File: src/hw/timer_ext_irq_pkg.sv
// Shared constants for the timer and external interrupt control block
package timer_ext_irq_pkg;

  // Register byte offsets
  localparam logic [7:0]  COUNT0_OFFSET     = 8'h80;
  localparam logic [7:0]  COUNT1_OFFSET     = 8'h84;
  localparam logic [7:0]  CTRL_OFFSET       = 8'h88;
  localparam logic [7:0]  IRQ_STATUS_OFFSET = 8'h90;
  localparam logic [7:0]  IRQ_MASK_OFFSET   = 8'h94;

  // Control register bit positions
  localparam int          DETECT_A_BIT      = 0;
  localparam int          FLAG_A_BIT        = 1;
  localparam int          DETECT_B_BIT      = 2;
  localparam int          FLAG_B_BIT        = 3;
  localparam int          RUN0_BIT          = 4;
  localparam int          OVF0_BIT          = 5;
  localparam int          RUN1_BIT          = 6;
  localparam int          OVF1_BIT          = 7;

  // Interrupt status and mask bit positions
  localparam int          EV_EXT_A_BIT      = 0;
  localparam int          EV_EXT_B_BIT      = 1;
  localparam int          EV_OVF0_BIT       = 2;
  localparam int          EV_OVF1_BIT       = 3;

  // Values after reset
  localparam logic [7:0]  CTRL_RESET        = 8'h00;
  localparam logic [3:0]  IRQ_STATUS_RESET  = 4'h0;
  localparam logic [3:0]  IRQ_MASK_RESET    = 4'h0;
  localparam logic [15:0] COUNT_RESET       = 16'h0000;

endpackage

File: src/hw/ext_irq_detect.sv
// Synchroniser and level or edge detector for one active-low interrupt pin
`timescale 1ns/1ps

module ext_irq_detect
  import timer_ext_irq_pkg::*;
(
  input  wire logic core_clk_i,
  input  wire logic rstn_i,
  input  wire logic pin_n_i,
  input  wire logic edge_mode_i,
  output logic      detect_o
);

  logic sync_meta;
  logic sync_low;
  logic prev_low;
  logic next_sync_meta;
  logic next_sync_low;
  logic next_prev_low;

  always_comb begin
    next_sync_meta = ~pin_n_i;
    next_sync_low  = sync_meta;
    next_prev_low  = sync_low;
  end

  // Reset to not-asserted so a pin held low at release shows as a new edge
  always_ff @(posedge core_clk_i or negedge rstn_i) begin
    if (!rstn_i) begin
      sync_meta <= 1'b0;
      sync_low  <= 1'b0;
      prev_low  <= 1'b0;
    end else begin
      sync_meta <= next_sync_meta;
      sync_low  <= next_sync_low;
      prev_low  <= next_prev_low;
    end
  end

  assign detect_o = edge_mode_i ? (sync_low & ~prev_low) : sync_low;

  chk_edge_needs_fall: assert property (@(posedge core_clk_i) disable iff (!rstn_i)
    (edge_mode_i && detect_o) |-> $past(!sync_low) && sync_low)
    else $error("edge detect without a high to low transition");

endmodule

File: src/hw/run_counter.sv
// Free counter that advances only while its run bit is set
`timescale 1ns/1ps

module run_counter
  import timer_ext_irq_pkg::*;
#(
  parameter int WIDTH = 16
)
(
  input  wire logic             core_clk_i,
  input  wire logic             rstn_i,
  input  wire logic             run_i,
  output logic [WIDTH-1:0]      count_o,
  output logic                  carry_o
);

  logic [WIDTH-1:0] next_count;
  logic             next_carry;

  always_comb begin
    next_count = count_o;
    next_carry = 1'b0;
    if (run_i) begin
      {next_carry, next_count} = {1'b0, count_o} + {{WIDTH{1'b0}}, 1'b1};
    end
  end

  always_ff @(posedge core_clk_i or negedge rstn_i) begin
    if (!rstn_i) begin
      count_o <= WIDTH'(COUNT_RESET);
      carry_o <= 1'b0;
    end else begin
      count_o <= next_count;
      carry_o <= next_carry;
    end
  end

  chk_hold_when_stopped: assert property (@(posedge core_clk_i) disable iff (!rstn_i)
    !run_i |=> $stable(count_o))
    else $error("count moved while stopped");

  chk_step_when_running: assert property (@(posedge core_clk_i) disable iff (!rstn_i)
    run_i |=> count_o == WIDTH'($past(count_o) + 1'b1))
    else $error("count did not step by one while running");

endmodule

File: src/hw/timer_ext_irq_control.sv
// Timer run and overflow control with two external interrupt requests, Avalon-MM slave
//
// The implementer's own choice: the Avalon-MM register port.
`timescale 1ns/1ps

// What this block does
// - Each external input is detected by level when its detect-type bit is 0 and by falling edge when it is 1.
// - Each of the two external inputs has its own request flag, set when its selected condition is seen.
// - A request flag clears by itself when the processor services that external interrupt, unless a detection or a software write of 1 sets it that cycle.
// - Software may set or clear a request flag only while that input's detect-type bit selects edge mode.
// - Each counter advances only while its run bit is 1 and holds its count while the bit is 0.
module timer_ext_irq_control
  import timer_ext_irq_pkg::*;
#(
  parameter int COUNT_WIDTH = 16
)
(
  input  wire logic        core_clk_i,
  input  wire logic        rstn_i,
  input  wire logic [7:0]  avs_address_i,
  input  wire logic        avs_read_i,
  input  wire logic        avs_write_i,
  input  wire logic [31:0] avs_writedata_i,
  input  wire logic [3:0]  avs_byteenable_i,
  output logic [31:0]      avs_readdata_o,
  output logic             avs_waitrequest_o,
  input  wire logic        ext_irq_a_n_i,
  input  wire logic        ext_irq_b_n_i,
  input  wire logic        service_ext_a_i,
  input  wire logic        service_ext_b_i,
  input  wire logic        service_t0_i,
  input  wire logic        service_t1_i,
  output logic             ext_request_a_o,
  output logic             ext_request_b_o,
  output logic             counter0_overflow_o,
  output logic             counter1_overflow_o,
  output logic             irq_o
);

  logic [7:0]             timer_and_ext_irq_control;
  logic [7:0]             next_ctrl;
  logic [3:0]             irq_status;
  logic [3:0]             next_irq_status;
  logic [3:0]             irq_mask;
  logic [3:0]             next_irq_mask;
  logic                   ack;
  logic                   next_ack;
  logic [31:0]            next_readdata;
  logic [COUNT_WIDTH-1:0] count0;
  logic [COUNT_WIDTH-1:0] count1;
  logic                   carry0;
  logic                   carry1;
  logic                   detect_a;
  logic                   detect_b;
  logic                   acc_wr;
  logic                   acc_rd;
  logic                   wr_ctrl;
  logic                   wr_mask;
  logic                   rd_status;
  logic [3:0]             events;

  // Flag update: a hardware set always beats a service or software clear
  function automatic logic next_flag(input logic cur, input logic hw_set, input logic service,
                                     input logic sw_wr, input logic sw_val);
    logic result;
    result = sw_wr ? sw_val : (cur & ~service);
    return hw_set | result;
  endfunction

  ext_irq_detect u_detect_a (
    .core_clk_i  (core_clk_i),
    .rstn_i      (rstn_i),
    .pin_n_i     (ext_irq_a_n_i),
    .edge_mode_i (timer_and_ext_irq_control[DETECT_A_BIT]),
    .detect_o    (detect_a)
  );

  ext_irq_detect u_detect_b (
    .core_clk_i  (core_clk_i),
    .rstn_i      (rstn_i),
    .pin_n_i     (ext_irq_b_n_i),
    .edge_mode_i (timer_and_ext_irq_control[DETECT_B_BIT]),
    .detect_o    (detect_b)
  );

  run_counter #(
    .WIDTH (COUNT_WIDTH)
  ) u_counter0 (
    .core_clk_i (core_clk_i),
    .rstn_i     (rstn_i),
    .run_i      (timer_and_ext_irq_control[RUN0_BIT]),
    .count_o    (count0),
    .carry_o    (carry0)
  );

  run_counter #(
    .WIDTH (COUNT_WIDTH)
  ) u_counter1 (
    .core_clk_i (core_clk_i),
    .rstn_i     (rstn_i),
    .run_i      (timer_and_ext_irq_control[RUN1_BIT]),
    .count_o    (count1),
    .carry_o    (carry1)
  );

  // Bus slave: one wait cycle per access; the access completes on the ack cycle
  assign avs_waitrequest_o = (avs_read_i | avs_write_i) & ~ack;
  assign acc_wr            = avs_write_i & ack;
  assign acc_rd            = avs_read_i & ack;
  assign wr_ctrl           = acc_wr & avs_byteenable_i[0] & (avs_address_i == CTRL_OFFSET);
  assign wr_mask           = acc_wr & avs_byteenable_i[0] & (avs_address_i == IRQ_MASK_OFFSET);
  assign rd_status         = acc_rd & (avs_address_i == IRQ_STATUS_OFFSET);

  always_comb begin
    next_ack      = (avs_read_i | avs_write_i) & ~ack;
    next_readdata = avs_readdata_o;
    if (avs_read_i && !ack) begin
      unique case (avs_address_i)
        COUNT0_OFFSET:     next_readdata = 32'(count0);
        COUNT1_OFFSET:     next_readdata = 32'(count1);
        CTRL_OFFSET:       next_readdata = {24'h000000, timer_and_ext_irq_control};
        IRQ_STATUS_OFFSET: next_readdata = {28'h0000000, irq_status};
        IRQ_MASK_OFFSET:   next_readdata = {28'h0000000, irq_mask};
        default:           next_readdata = 32'h00000000;
      endcase
    end
  end

  always_ff @(posedge core_clk_i or negedge rstn_i) begin
    if (!rstn_i) begin
      ack            <= 1'b0;
      avs_readdata_o <= 32'h00000000;
    end else begin
      ack            <= next_ack;
      avs_readdata_o <= next_readdata;
    end
  end

  // Control register next state
  always_comb begin
    next_ctrl = timer_and_ext_irq_control;
    if (wr_ctrl) begin
      next_ctrl[DETECT_A_BIT] = avs_writedata_i[DETECT_A_BIT];
      next_ctrl[DETECT_B_BIT] = avs_writedata_i[DETECT_B_BIT];
      next_ctrl[RUN0_BIT]     = avs_writedata_i[RUN0_BIT];
      next_ctrl[RUN1_BIT]     = avs_writedata_i[RUN1_BIT];
    end
    next_ctrl[FLAG_A_BIT] = next_flag(timer_and_ext_irq_control[FLAG_A_BIT], detect_a, service_ext_a_i,
                                      wr_ctrl & timer_and_ext_irq_control[DETECT_A_BIT],
                                      avs_writedata_i[FLAG_A_BIT]);
    next_ctrl[FLAG_B_BIT] = next_flag(timer_and_ext_irq_control[FLAG_B_BIT], detect_b, service_ext_b_i,
                                      wr_ctrl & timer_and_ext_irq_control[DETECT_B_BIT],
                                      avs_writedata_i[FLAG_B_BIT]);
    next_ctrl[OVF0_BIT]   = next_flag(timer_and_ext_irq_control[OVF0_BIT], carry0, service_t0_i,
                                      wr_ctrl, avs_writedata_i[OVF0_BIT]);
    next_ctrl[OVF1_BIT]   = next_flag(timer_and_ext_irq_control[OVF1_BIT], carry1, service_t1_i,
                                      wr_ctrl, avs_writedata_i[OVF1_BIT]);
  end

  always_ff @(posedge core_clk_i or negedge rstn_i) begin
    if (!rstn_i) begin
      timer_and_ext_irq_control <= CTRL_RESET;
    end else begin
      timer_and_ext_irq_control <= next_ctrl;
    end
  end

  // Sticky event status; a read clears only what it returned, so late events survive
  always_comb begin
    events                  = 4'h0;
    events[EV_EXT_A_BIT]    = detect_a;
    events[EV_EXT_B_BIT]    = detect_b;
    events[EV_OVF0_BIT]     = carry0;
    events[EV_OVF1_BIT]     = carry1;
    next_irq_status         = irq_status;
    if (rd_status) begin
      next_irq_status = irq_status & ~avs_readdata_o[3:0];
    end
    next_irq_status = next_irq_status | events;
    next_irq_mask   = wr_mask ? avs_writedata_i[3:0] : irq_mask;
  end

  always_ff @(posedge core_clk_i or negedge rstn_i) begin
    if (!rstn_i) begin
      irq_status <= IRQ_STATUS_RESET;
      irq_mask   <= IRQ_MASK_RESET;
    end else begin
      irq_status <= next_irq_status;
      irq_mask   <= next_irq_mask;
    end
  end

  assign irq_o               = |(irq_status & irq_mask);
  assign ext_request_a_o     = timer_and_ext_irq_control[FLAG_A_BIT];
  assign ext_request_b_o     = timer_and_ext_irq_control[FLAG_B_BIT];
  assign counter0_overflow_o = timer_and_ext_irq_control[OVF0_BIT];
  assign counter1_overflow_o = timer_and_ext_irq_control[OVF1_BIT];

  chk_level_sets_flag: assert property (@(posedge core_clk_i) disable iff (!rstn_i)
    (!timer_and_ext_irq_control[DETECT_A_BIT] && detect_a) ##1 detect_a |-> ext_request_a_o)
    else $error("level request a not held while input low");

  chk_detect_sets_b: assert property (@(posedge core_clk_i) disable iff (!rstn_i)
    detect_b |=> ext_request_b_o)
    else $error("request b not set after detection");

  chk_service_clears_a: assert property (@(posedge core_clk_i) disable iff (!rstn_i)
    (ext_request_a_o && service_ext_a_i && !detect_a && !wr_ctrl) |=> !ext_request_a_o)
    else $error("request a not cleared by service");

  chk_sw_write_level: assert property (@(posedge core_clk_i) disable iff (!rstn_i)
    (wr_ctrl && !timer_and_ext_irq_control[DETECT_B_BIT] && !detect_b && !service_ext_b_i)
      |=> ext_request_b_o == $past(ext_request_b_o))
    else $error("software changed request b in level mode");

  chk_sw_write_edge: assert property (@(posedge core_clk_i) disable iff (!rstn_i)
    (wr_ctrl && timer_and_ext_irq_control[DETECT_A_BIT] && !detect_a)
      |=> ext_request_a_o == $past(avs_writedata_i[FLAG_A_BIT]))
    else $error("software write to request a ignored in edge mode");

  chk_stop_freezes: assert property (@(posedge core_clk_i) disable iff (!rstn_i)
    (!timer_and_ext_irq_control[RUN1_BIT] && !wr_ctrl) [*3] |-> $stable(count1))
    else $error("counter 1 moved while stopped");

  chk_carry_sets_ovf: assert property (@(posedge core_clk_i) disable iff (!rstn_i)
    carry0 |=> counter0_overflow_o ##0 irq_status[EV_OVF0_BIT])
    else $error("carry did not raise overflow 0");

  chk_service_clears_ovf: assert property (@(posedge core_clk_i) disable iff (!rstn_i)
    (service_t1_i && !carry1 && !wr_ctrl) |=> !counter1_overflow_o)
    else $error("overflow 1 not cleared by service");

  chk_bus_one_wait: assert property (@(posedge core_clk_i) disable iff (!rstn_i)
    ((avs_read_i || avs_write_i) && !ack) |-> avs_waitrequest_o ##1 !avs_waitrequest_o)
    else $error("access not answered after one wait cycle");

  chk_idle_no_wait: assert property (@(posedge core_clk_i) disable iff (!rstn_i)
    !(avs_read_i || avs_write_i) |-> !avs_waitrequest_o)
    else $error("waitrequest raised with no request");

  chk_readdata_holds: assert property (@(posedge core_clk_i) disable iff (!rstn_i)
    !(avs_read_i && !ack) |=> $stable(avs_readdata_o))
    else $error("read data changed outside a read");

  chk_ctrl_read_value: assert property (@(posedge core_clk_i) disable iff (!rstn_i)
    (avs_read_i && !ack && avs_address_i == CTRL_OFFSET)
      |=> avs_readdata_o == {24'h000000, $past(timer_and_ext_irq_control)})
    else $error("control read returned a wrong value");

  chk_mask_write: assert property (@(posedge core_clk_i) disable iff (!rstn_i)
    wr_mask |=> irq_mask == $past(avs_writedata_i[3:0]))
    else $error("mask write did not land");

  // Status bits are sticky: only a status read may drop them
  chk_status_sticky: assert property (@(posedge core_clk_i) disable iff (!rstn_i)
    !rd_status |=> (irq_status & $past(irq_status)) == $past(irq_status))
    else $error("status bit dropped without a read");

  chk_status_event: assert property (@(posedge core_clk_i) disable iff (!rstn_i)
    (events != 4'h0) |=> (irq_status & $past(events)) == $past(events))
    else $error("event did not set its status bit");

  chk_status_read_clear: assert property (@(posedge core_clk_i) disable iff (!rstn_i)
    (rd_status && events == 4'h0) |=> irq_status == ($past(irq_status) & ~$past(avs_readdata_o[3:0])))
    else $error("status read did not clear returned bits");

  chk_detect_sets_a: assert property (@(posedge core_clk_i) disable iff (!rstn_i)
    detect_a |=> ext_request_a_o)
    else $error("request a not set after detection");

  chk_service_clears_b: assert property (@(posedge core_clk_i) disable iff (!rstn_i)
    (ext_request_b_o && service_ext_b_i && !detect_b && !wr_ctrl) |=> !ext_request_b_o)
    else $error("request b not cleared by service");

  chk_sw_write_edge_b: assert property (@(posedge core_clk_i) disable iff (!rstn_i)
    (wr_ctrl && timer_and_ext_irq_control[DETECT_B_BIT] && !detect_b)
      |=> ext_request_b_o == $past(avs_writedata_i[FLAG_B_BIT]))
    else $error("software write to request b ignored in edge mode");

  chk_sw_write_level_a: assert property (@(posedge core_clk_i) disable iff (!rstn_i)
    (wr_ctrl && !timer_and_ext_irq_control[DETECT_A_BIT] && !detect_a && !service_ext_a_i)
      |=> ext_request_a_o == $past(ext_request_a_o))
    else $error("software changed request a in level mode");

  chk_run_write: assert property (@(posedge core_clk_i) disable iff (!rstn_i)
    wr_ctrl |=> timer_and_ext_irq_control[RUN0_BIT] == $past(avs_writedata_i[RUN0_BIT]))
    else $error("run bit 0 write did not land");

  chk_detect_write: assert property (@(posedge core_clk_i) disable iff (!rstn_i)
    wr_ctrl |=> timer_and_ext_irq_control[DETECT_A_BIT] == $past(avs_writedata_i[DETECT_A_BIT]))
    else $error("detect type a write did not land");

  // Overflow bits stay software-writable so a handler can clear them without a service pulse
  chk_ovf_sw_write: assert property (@(posedge core_clk_i) disable iff (!rstn_i)
    (wr_ctrl && !carry1) |=> counter1_overflow_o == $past(avs_writedata_i[OVF1_BIT]))
    else $error("overflow 1 write did not land");

  chk_carry_sets_ovf1: assert property (@(posedge core_clk_i) disable iff (!rstn_i)
    carry1 |=> counter1_overflow_o ##0 irq_status[EV_OVF1_BIT])
    else $error("carry did not raise overflow 1");

  chk_service_clears_ovf0: assert property (@(posedge core_clk_i) disable iff (!rstn_i)
    (service_t0_i && !carry0 && !wr_ctrl) |=> !counter0_overflow_o)
    else $error("overflow 0 not cleared by service");

endmodule

File: config.mk
export PLATFORM = sky130hd
export DESIGN_NAME = timer_ext_irq_control
export DESIGN_NICKNAME = d
export VERILOG_FILES = /design/src/hw/timer_ext_irq_pkg.sv /design/src/hw/ext_irq_detect.sv /design/src/hw/run_counter.sv /design/src/hw/timer_ext_irq_control.sv
export SDC_FILE = /design/constraint.sdc
export NUM_CORES = 1
export LEC_CHECK = 0
export BUFFER_PORTS_ARGS = -buffer_cell sky130_fd_sc_hd__clkbuf_2
export CAP_MARGIN = 20
export CORE_ASPECT_RATIO = 1.75
export CORE_UTILIZATION = 55
export CTS_BUF_LIST = sky130_fd_sc_hd__clkbuf_4
export CTS_CLUSTER_DIAMETER = 50
export DETAILED_ROUTE_END_ITERATION = 7
export PLACE_DENSITY = 0.9
export SLEW_MARGIN = 25
export SYNTH_ARGS = -nofsm -noshare
export SYNTH_HDL_FRONTEND = slang
export SYNTH_HIERARCHICAL = 1
export SYNTH_SLANG_ARGS = --single-unit
File: constraint.sdc
create_clock -name core_clk_i -period 1.88 [get_ports core_clk_i]
set_input_delay 0.376 -clock core_clk_i [delete_from_list [all_inputs] [get_ports core_clk_i]]
set_output_delay 0.376 -clock core_clk_i [all_outputs]
set_load 0.005 [all_outputs]
==> summary.md, run 1 <==
| Metric | Value |
|---|---|
| Status | complete, no violations |
| Routability cong. | 0.899 |
| CTS Root Cell | clkbuf_4 |
| Post-route ant nets | 0 |
| Vias in the first global route | 2526 |
| Most common cell in the netlist | dfrtp_1 |
| Mean post-synth cell area | approximately 12 µm² |
| Cell Rows | 38 |
| Ys Warns | 6 |
| WP data arrival | between 1 and 1.5 ns |
| Vias/cell | 5.63 |
| Synth Register Bits | 73 |
| PortBufs | 48 |
| Post-Synth Simple-Gate Area | 0.177 |
| Pleak | 0.00207 µW |
| Adder-Cell Fraction of Synth Area | 0.00703 |
| # Post-CTS Setup Buffers | 0 |
| Setup crit end kind | output pin |
| CTS buffer count | 9 |
| Routed wire length | about 7500 µm |
| Global-route wire length before repair | between 10000 and 15000 µm |
| Area growth from synthesis to layout | 13.5% |
| Clock-pin slew on the worst setup and hold paths | about 0.11 ns |
| Post-synth EDFFs | 0 |
| Post-layout minimum cycle time | about 1.6 ns |
| Total power | about 2900 µW |
| Startpoint types | flip-flop |
| Vias | between 2k and 3k |
| H-tree depth | 3 |
| Mux cell area share after synthesis | 0.0861 |
| Core ar. | a little over 6000 µm² |
| Final Max Tran Viols | 0 |
| Die ar. | 6810 µm² |
| Top post-synthesis cells by count | dfrtp_1, nand2_1, xor2_1, buf_4, mux2i_1 |
| Max-cap violations | 0 |
| Antenna cells | 0 |
| WHS | ~0.1 ns |
| Initial DRC count | 200 |
| Post-synth ARST share | 1.00 |
| RSZ-0062 raised after global routing | no |
| Fillers | 475 |
| Register area | about 1800 µm² |
| CTS max path bufs | 2 |
| Die X | between 60 and 70 µm |
| Non-Filler Instances | roughly 460 |
| Fmax | around 610 MHz |
| Placed insts | between 400 and 500 |
| Peak supply drop | roughly 0.43 mV |
| CP Class | reg2out |
| Drt drc | 0 |
| Post-DP HPWL | about 5500 µm |
| Area of the multi-input gates | 1600 µm² |
| Post-Syn Area | 3560 µm² |
| I/O Pins | 92 |
| Main synth FF type | dfrtp_1 |
| Final setup viols | 0 |
| Layout cell share with drive strength beyond 1 | 0.272 |
| Synth top area cells | dfrtp_1, xor2_1, mux2i_1 |
| Hold/Removal Path Class | in2reg |
| Post-Syn Instances | about 300 |
| Final nets | 426 |
| Wire length per cell | 16.5 µm |
| Layout Utilization | 0.649 |
| CP max FO | 3 |
| Compound-Gate Fraction of Synth Area | 0.0885 |
| Pre-Repair DR Iteration Count | 4 |
| Setup TNS | 0 ns |
| Global route total overflow | 0 |
| Synth Area in XOR/XNOR | 0.0738 |
| Initial antenna violation count | 0 |
| Die height | roughly 110 µm |
| Count of cell types in the netlist | between 40 and 50 |
| Seq/Total Area, Yosys | 0.513 |
| All-Layer GR Usage | 0.242 |
| CTS tree | built |
| Largest net degree at the start of global routing | 62 |
| Largest family of logic cells by synthesized area | simple AND/OR/NAND/NOR gates |
| Area leader, netlist | dfrtp_1 |
| Sink Count | 73 |
| Final Skew | 0.0119 ns |
| PwrDens | ~710 nW/µm² |
| CP Data Required Time | approximately 1.5 ns |
| Final hold vios | 0 |
| Starting Density | 0.572 |
| Final period util | 0.874 |
| Yosys top cell area share | 0.513 |
| Clock latency reported for the late side of the worst-skew pair | roughly 0.42 ns |
==> layer usage <==
metal  share of wire  up-vias  wire length [µm]  GRT usage
met5               0        -                 0          0
met1            0.38     1250              2870      0.271
li1                -     1203                 -          -
met4           0.028        0               209      0.130
met3           0.044       20               331     0.0475
met2            0.55       88              4110      0.429
==> area by class of cell <==
class,instances,share of cell area
tap,80,0.0248
timing repair buffer,61,0.0873
inverter,6,0.00557
sequential,73,0.452
clock buffer,11,0.0204
multi-input combinational,219,0.396
clock inverter,5,0.0139
==> registers in the layout (all words and copies together), names as in the netlist <==
register	count
avs_readdata_o	16
u_detect_a/next_sync_low	1
irq_status	4
u_counter1/carry_o	1
u_detect_b/next_sync_low	1
timer_and_ext_irq_control	8
ack	1
u_detect_b/prev_low	1
u_detect_b/next_prev_low	1
irq_mask	4
u_detect_a/next_prev_low	1
u_counter0/count_o	16
u_counter0/carry_o	1
u_counter1/count_o	16
u_detect_a/prev_low	1
==> power breakdown <==
part / switching (µW) / internal [µW]
Sequential: 55.0 / 1610
Clock: 550 / 434
Combinational: 126 / 95.6
Total: 731 / 2130
==> per-stage QoR <==
| step | setup slack [ns] | area, µm² |
|---|---|---|
| after floorplan | 0.0916 | 3620 |
| after global placement | -0.0333 | 3890 |
| after detailed placement | -0.0851 | 3890 |
| after CTS | 0.207 | 4040 |
| after global routing | 0.191 | 4040 |
| final | 0.237 | 4040 |
==> logic make-up after synthesis <==
| logic type | Yosys count |
|---|---|
| adders and majority gates | 2 |
| other | 1 |
| buffers and inverters | 31 |
| AOI/OAI and AO/OA | 41 |
| muxes | 28 |
| and+or+nand+nor | 102 |
| xor gates and xnor gates | 30 |
| DFF | 73 |
==> placed cells by master (no fill, tap or decap), types with 13 or more instances in the layout <==
master    instances
clkbuf_2         47
conb_1           16
dfrtp_1          73
mux2i_1          16
nand2_1          28
nand3_1          13
nor4_1           14
o21ai_0          13
xor2_1           22
==> worst paths after layout <==
path | endpoint | slack [ns] | from | cells after the start
min in group asynchronous | timer_and_ext_irq_control[2] | 0.39 | rstn_i | 2
worst max-delay path | irq_o | 0.24 | irq_mask[3] | 3
worst min register to register | u_detect_b/next_prev_low | 0.36 | u_detect_b/next_sync_low | 0
worst max register to register | u_counter1/count_o[12] | 0.28 | u_counter1/count_o[0] | 4
worst min-delay path | u_detect_b/next_sync_low | 0.1 | ext_irq_b_n_i | 2
max in group asynchronous | avs_readdata_o[15] | 0.87 | rstn_i | 3
==> worst max-delay path, cell delays in order (launching register included) <==
cell      delay [ns]
dfrtp_1         0.44
a22oi_1         0.21
nand2_1         0.09
clkbuf_2        0.12
==> timing repair <==
item | CTS | global route
hold buffers | 1 | 0
resized for setup | 0 | 0
endpoints found under the hold margin | 12 | 0
(Power assumes the default switching activity.)
==> run 2, diff against run 1 <==
--- a/config.mk
+++ b/config.mk
@@ -7,7 +7,7 @@
 export LEC_CHECK = 0
 export BUFFER_PORTS_ARGS = -buffer_cell sky130_fd_sc_hd__clkbuf_2
 export CAP_MARGIN = 20
-export CORE_ASPECT_RATIO = 1.75
+export CORE_ASPECT_RATIO = 1.25
 export CORE_UTILIZATION = 55
 export CTS_BUF_LIST = sky130_fd_sc_hd__clkbuf_4
 export CTS_CLUSTER_DIAMETER = 50
==> summary.md, run 2 (synthesized netlist as in run 1, its figures left out) <==
| Metric | Value |
|---|---|
| Status | complete, no violations |
| Total power | 2720 µW |
| Clock-pin slew on the worst setup and hold paths | approximately 0.11 ns |
| Worst slew pin tran | around 0.5 ns |
| Routability cong. | 0.839 |
| Final Max Tran Viols | 0 |
| M3 GR Usage | 0.0495 |
| CTS max path bufs | 2 |
| Reg2reg setup slack | between 0.2 and 0.25 ns |
| Core ar. | about 6200 µm² |
| Worst hold start | ext_irq_b_n_i |
| Startpoint types | flip-flop |
| Max-cap violations | 0 |
| Cell Rows | 32 |
| Vias/cell | 5.62 |
| GR peak layer | met2 |
| Routed wire length | 7410 µm |
| CTS buffer count | 9 |
| Post-layout minimum cycle time | about 1.7 ns |
| CP max FO | 5 |
| Worst Reg-to-Reg Cells | 4 |
| Area growth from synthesis to layout | 13.5% |
| H-tree depth | 3 |
| End of the worst register-to-register path | u_counter1/count_o[12] |
| All-Layer GR Usage | 0.247 |
| Post-DP HPWL | roughly 5500 µm |
| Final hold vios | 0 |
| Initial antenna violation count | 0 |
| Setup TNS | 0 ns |
| Hold/Removal Path Class | in2reg |
| WHS | approximately 0.098 ns |
| PortBufs | 48 |
| Non-Filler Instances | 461 |
| Final period util | 0.885 |
| RSZ-0062 raised after global routing | no |
| Vias in the first global route | 2626 |
| Final nets | between 400 and 500 |
| Largest net degree at the start of global routing | 74 |
| Clock latency reported for the late side of the worst-skew pair | 0.42 ns |
| Crit path largest cell delay | between 0.4 and 0.5 ns |
| Reg2reg start | u_counter1/count_o[0] |
| Commonest non-fill, non-tap cell in the layout | dfrtp_1 |
| Slowest CP cell | dfrtp_1 |
| Global-route wire length before repair | roughly 12000 µm |
| Die ar. | 6800 µm² |
| Hold depth | 2 |
| CP Data Required Time | about 2.2 ns |
| Peak supply drop | roughly 0.39 mV |
| Final setup viols | 0 |
| I/O Pins | 92 |
| Global route total overflow | 0 |
| Pre-Repair DR Iteration Count | 4 |
| CTS tree | built |
| Die X | 74.0 µm |
| WP data arrival | 2.01 ns |
| Hold path endpoint | u_detect_b/next_sync_low |
| Vias | roughly 2.6k |
| Final Skew | 0.0179 ns |
| Slew HR | 0.669 |
| Sink Count | between 70 and 80 |
| M2 GR Usage | 0.393 |
| Met1 Track Usage GR | 0.313 |
| Leading registers by flop count | avs_readdata_o: 16 flops, u_counter0/count_o: 16 flops, u_counter1/count_o: 16 flops |
| Setup crit end kind | flip-flop |
| Initial DRC count | 201 |
| Wire length per cell | approximately 16 µm |
| Die height | 92.0 µm |
| Starting Density | 0.574 |
| CP Class | reg2reg |
| Antenna cells | 0 |
| Pleak | about 0.0021 µW |
| Placed insts | 444 |
| Commonest cells after routing, fill and taps aside | dfrtp_1, clkbuf_2, nand2_1, xor2_1 |
| PwrDens | between 600 and 700 nW/µm² |
| Layout cell share with drive strength beyond 1 | 0.274 |
| Post-route ant nets | 0 |
| Drt drc | 0 |
| CTS Root Cell | clkbuf_4 |
| CP cell instances | ha_1 > nand3_1 > nor4_1 > xor2_1 |
| Fmax | ~600 MHz |
[run 2: final cells by class]
| class | instances | area [µm²] |
|---|---|---|
| clock buffers | 12 | 90.1 |
| clock inverters | 4 | 20.0 |
| fillers | 478 | 2170 |
| inverters | 6 | 22.5 |
| multi-input cells | 219 | 1600 |
| flip-flops and latches | 73 | 1830 |
| well taps | 85 | 106 |
| repair buffers | 62 | 373 |
[run 2: what timing repair did]
action / CTS / global route
setup buffers: 0 / 0
hold buffers: 1 / 0
hold endpoints to repair: 73 / 0
gates resized for setup: 0 / 0
[run 2: critical path: cells and delay by family, from the launching register on]
kind                       cells  cell delay [ns]
and+or+nand+nor                2             0.62
xor gates and xnor gates       1             0.20
adders and majority gates      1             0.28
DFF                            1             0.49
[run 2: worst max-delay path by stage]
stage | startpoint | to | slack [ns] | depth (start not counted)
finish | u_counter1/count_o[0] | u_counter1/count_o[12] | 0.22 | 4
CTS | u_counter1/count_o[0] | u_counter1/count_o[12] | 0.20 | 4
floorplan | avs_address_i[5] | irq_mask[0] | 0.09 | 4
detailed placement | avs_address_i[5] | irq_mask[2] | -0.07 | 5
global placement | avs_address_i[5] | irq_mask[0] | -0.03 | 5
global route | u_counter1/count_o[0] | u_counter1/count_o[12] | 0.12 | 4
[run 2: routing by layer]
metal | vias to the layer above | wire [µm]
met4 | 0 | 177
met1 | 1288 | 3000
met5 | - | 0
met2 | 84 | 3890
met3 | 17 | 341
li1 | 1204 | -
[run 2: report_power, final]
part	switching, µW	internal, µW
clock network	527	309
logic	124	96.7
registers	52.8	1610
[run 2: stage by stage]
stage | setup slack, ns | cell area [µm²] | utilization
2_1_floorplan | 0.0916 | 3620 | -
3_3_place_gp | -0.0254 | 3920 | 0.632
3_5_place_dp | -0.0735 | 3920 | 0.632
4_1_cts | 0.201 | 4040 | 0.651
5_1_grt | 0.121 | 4040 | 0.651
6_report | 0.216 | 4040 | 0.651
==> run 3, diff against run 2 <==
--- a/config.mk
+++ b/config.mk
@@ -12,6 +12,7 @@
 export CTS_BUF_LIST = sky130_fd_sc_hd__clkbuf_4
 export CTS_CLUSTER_DIAMETER = 50
 export DETAILED_ROUTE_END_ITERATION = 7
+export GPL_TIMING_DRIVEN = 0
 export PLACE_DENSITY = 0.9
 export SLEW_MARGIN = 25
 export SYNTH_ARGS = -nofsm -noshare
==> summary.md, run 3 (synthesized netlist as in run 1, its figures left out) <==
| Metric | Value |
|---|---|
| PwrDens | ~690 nW/µm² |
| Startpoint types | flip-flop |
| Sink Count | 73 |
| Final nets | 440 |
| Commonest cells after routing, fill and taps aside | dfrtp_1, clkbuf_2, nand2_1, xor2_1 |
| Final hold vios | 0 |
| Slew HR | 0.648 |
| WP data arrival | about 2 ns |
| Clock latency reported for the late side of the worst-skew pair | 0.41 ns |
| Hold/Removal Path Class | in2reg |
| H-tree depth | 3 |
| Setup crit end kind | flip-flop |
| Starting Density | 0.574 |
| Vias in the first global route | between 2k and 3k |
| Pre-CTS WS | -0.131 ns |
| Non-Filler Instances | 474 |
| Layout cell share with drive strength beyond 1 | 0.285 |
| Vias/cell | roughly 5.6 |
| Vias | ~2.6k |
| CTS tree | built |
| Post-route ant nets | 0 |
| Setup TNS | 0 ns |
| Die ar. | 6800 µm² |
| Post-DP HPWL | 5600 µm |
| Fmax | about 600 MHz |
| Pleak | 0.00214 µW |
| Global-route wire length before repair | 12800 µm |
| Crit path largest cell delay | about 0.47 ns |
| CP cell instances | nand2b_1 > clkbuf_1 > clkbuf_1 > nand2_1 > o21ai_0 |
| PortBufs | 48 |
| Final Skew | roughly 0.014 ns |
| CTS buffer count | 9 |
| Post-layout minimum cycle time | around 1.7 ns |
| Clock-pin slew on the worst setup and hold paths | 0.11 ns |
| Routed wire length | 7560 µm |
| Final instance area | 4140 µm² |
| WHS | slightly above 0.1 ns |
| Largest net degree at the start of global routing | 49 |
| Placed insts | ~460 |
| Drt drc | 0 |
| Pre-Repair DR Iteration Count | 4 |
| All-Layer GR Usage | 0.250 |
| RSZ-0062 raised after global routing | no |
| Wire length per cell | roughly 16 µm |
| Final period util | 0.898 |
| CP Class | reg2reg |
| Routability cong. | 0.896 |
| Initial antenna violation count | 0 |
| Post-place instance area | 3990 µm² |
| CP Data Required Time | 2.20 ns |
| Commonest non-fill, non-tap cell in the layout | dfrtp_1 |
| Status | complete, no violations |
| Final Max Tran Viols | 0 |
| CP most frequent cell | clkbuf_1 |
| Slowest CP cell | clkbuf_1 |
| Die X | around 74 µm |
| I/O Pins | between 90 and 100 |
| Initial DRC count | 191 |
| Leading registers by flop count | avs_readdata_o: 16 flops, u_counter0/count_o: 16 flops, u_counter1/count_o: 16 flops |
| CP max FO | 10 |
| Core ar. | about 6200 µm² |
| Area growth from synthesis to layout | 16.2% |
| Peak supply drop | around 0.5 mV |
| Cell Rows | 32 |
| Antenna cells | 0 |
| Post-CTS resize count | 0 |
| Global route total overflow | 0 |
| Final setup viols | 0 |
| CTS Root Cell | clkbuf_4 |
| Worst slew pin tran | 0.528 ns |
| CTS max path bufs | 2 |
| Setup ws final | just under 0.2 ns |
| Max-cap violations | 0 |
| Die height | between 90 and 100 µm |
| Fillers | about 460 |
[run 3: cell count changes in the layout (fill, tap and decap cells not counted), moves of 2 or more]
| cell | delta |
|---|---|
| buf_12 | -2 |
| buf_2 | +3 |
| clkinv_2 | -2 |
| buf_4 | +5 |
| clkbuf_1 | +3 |
[run 3: worst paths after layout]
check                           cells past startpoint  slack, ns                  endpoint                     start
worst max-delay path                                5       0.19        avs_readdata_o[13]                       ack
worst min-delay path                                2       0.10  u_detect_b/next_sync_low             ext_irq_b_n_i
worst max register to register                      5       0.19        avs_readdata_o[13]                       ack
worst min register to register                      0       0.36  u_detect_b/next_prev_low  u_detect_b/next_sync_low
max in group asynchronous                           3       0.88    u_counter1/count_o[14]                    rstn_i
min in group asynchronous                           2       0.44               irq_mask[0]                    rstn_i
[run 3: metal layers]
| layer | GRT usage | up-vias | wire (µm) |
|---|---|---|---|
| li1 | - | 1236 | - |
| met1 | 0.314 | 1292 | 3100 |
| met2 | 0.419 | 90 | 3910 |
| met3 | 0.0330 | 17 | 393 |
| met4 | 0.119 | 0 | 157 |
| met5 | 0 | - | 0 |
[run 3: layout make-up]
type                            instances  area (µm²)  share of cell area
Timing Repair Buffer                   50         280              0.0677
Clock buffer                           12        90.1              0.0218
Clock inverter                          4        43.8              0.0106
Buffer                                 25         166              0.0402
Tap cell                               85         106              0.0257
Inverter                                6        22.5             0.00544
Sequential cell                        73        1830               0.441
Multi-Input combinational cell        219        1600               0.387
[run 3: power by group]
group          switching [µW]  internal [µW]  leakage [µW]
Sequential               51.9           1610      0.000983
Clock                     516            443     0.0000787
Combinational             131            111       0.00108
Total                     700           2160       0.00214
[run 3: per-stage QoR]
step                utilization  total power, µW
floorplan                     -             1810
global placement          0.639             1910
detailed placement        0.644             1930
CTS                       0.667             2870
global route              0.667             2970
finish                    0.667             2860
[run 3: timing repair]
item                      in CTS  in global routing
hold endpoints to repair      25                  0
setup buffers                  0                  0
hold buffers                   1                  0
[run 3: critical path: cells and delay by family, from the launching register on]
family / cells / cell delay, ns
buffers and inverters: 2 / 0.83
AO/OA/AOI/OAI: 1 / 0.09
flip-flops: 1 / 0.45
AND/OR/NAND/NOR: 2 / 0.24
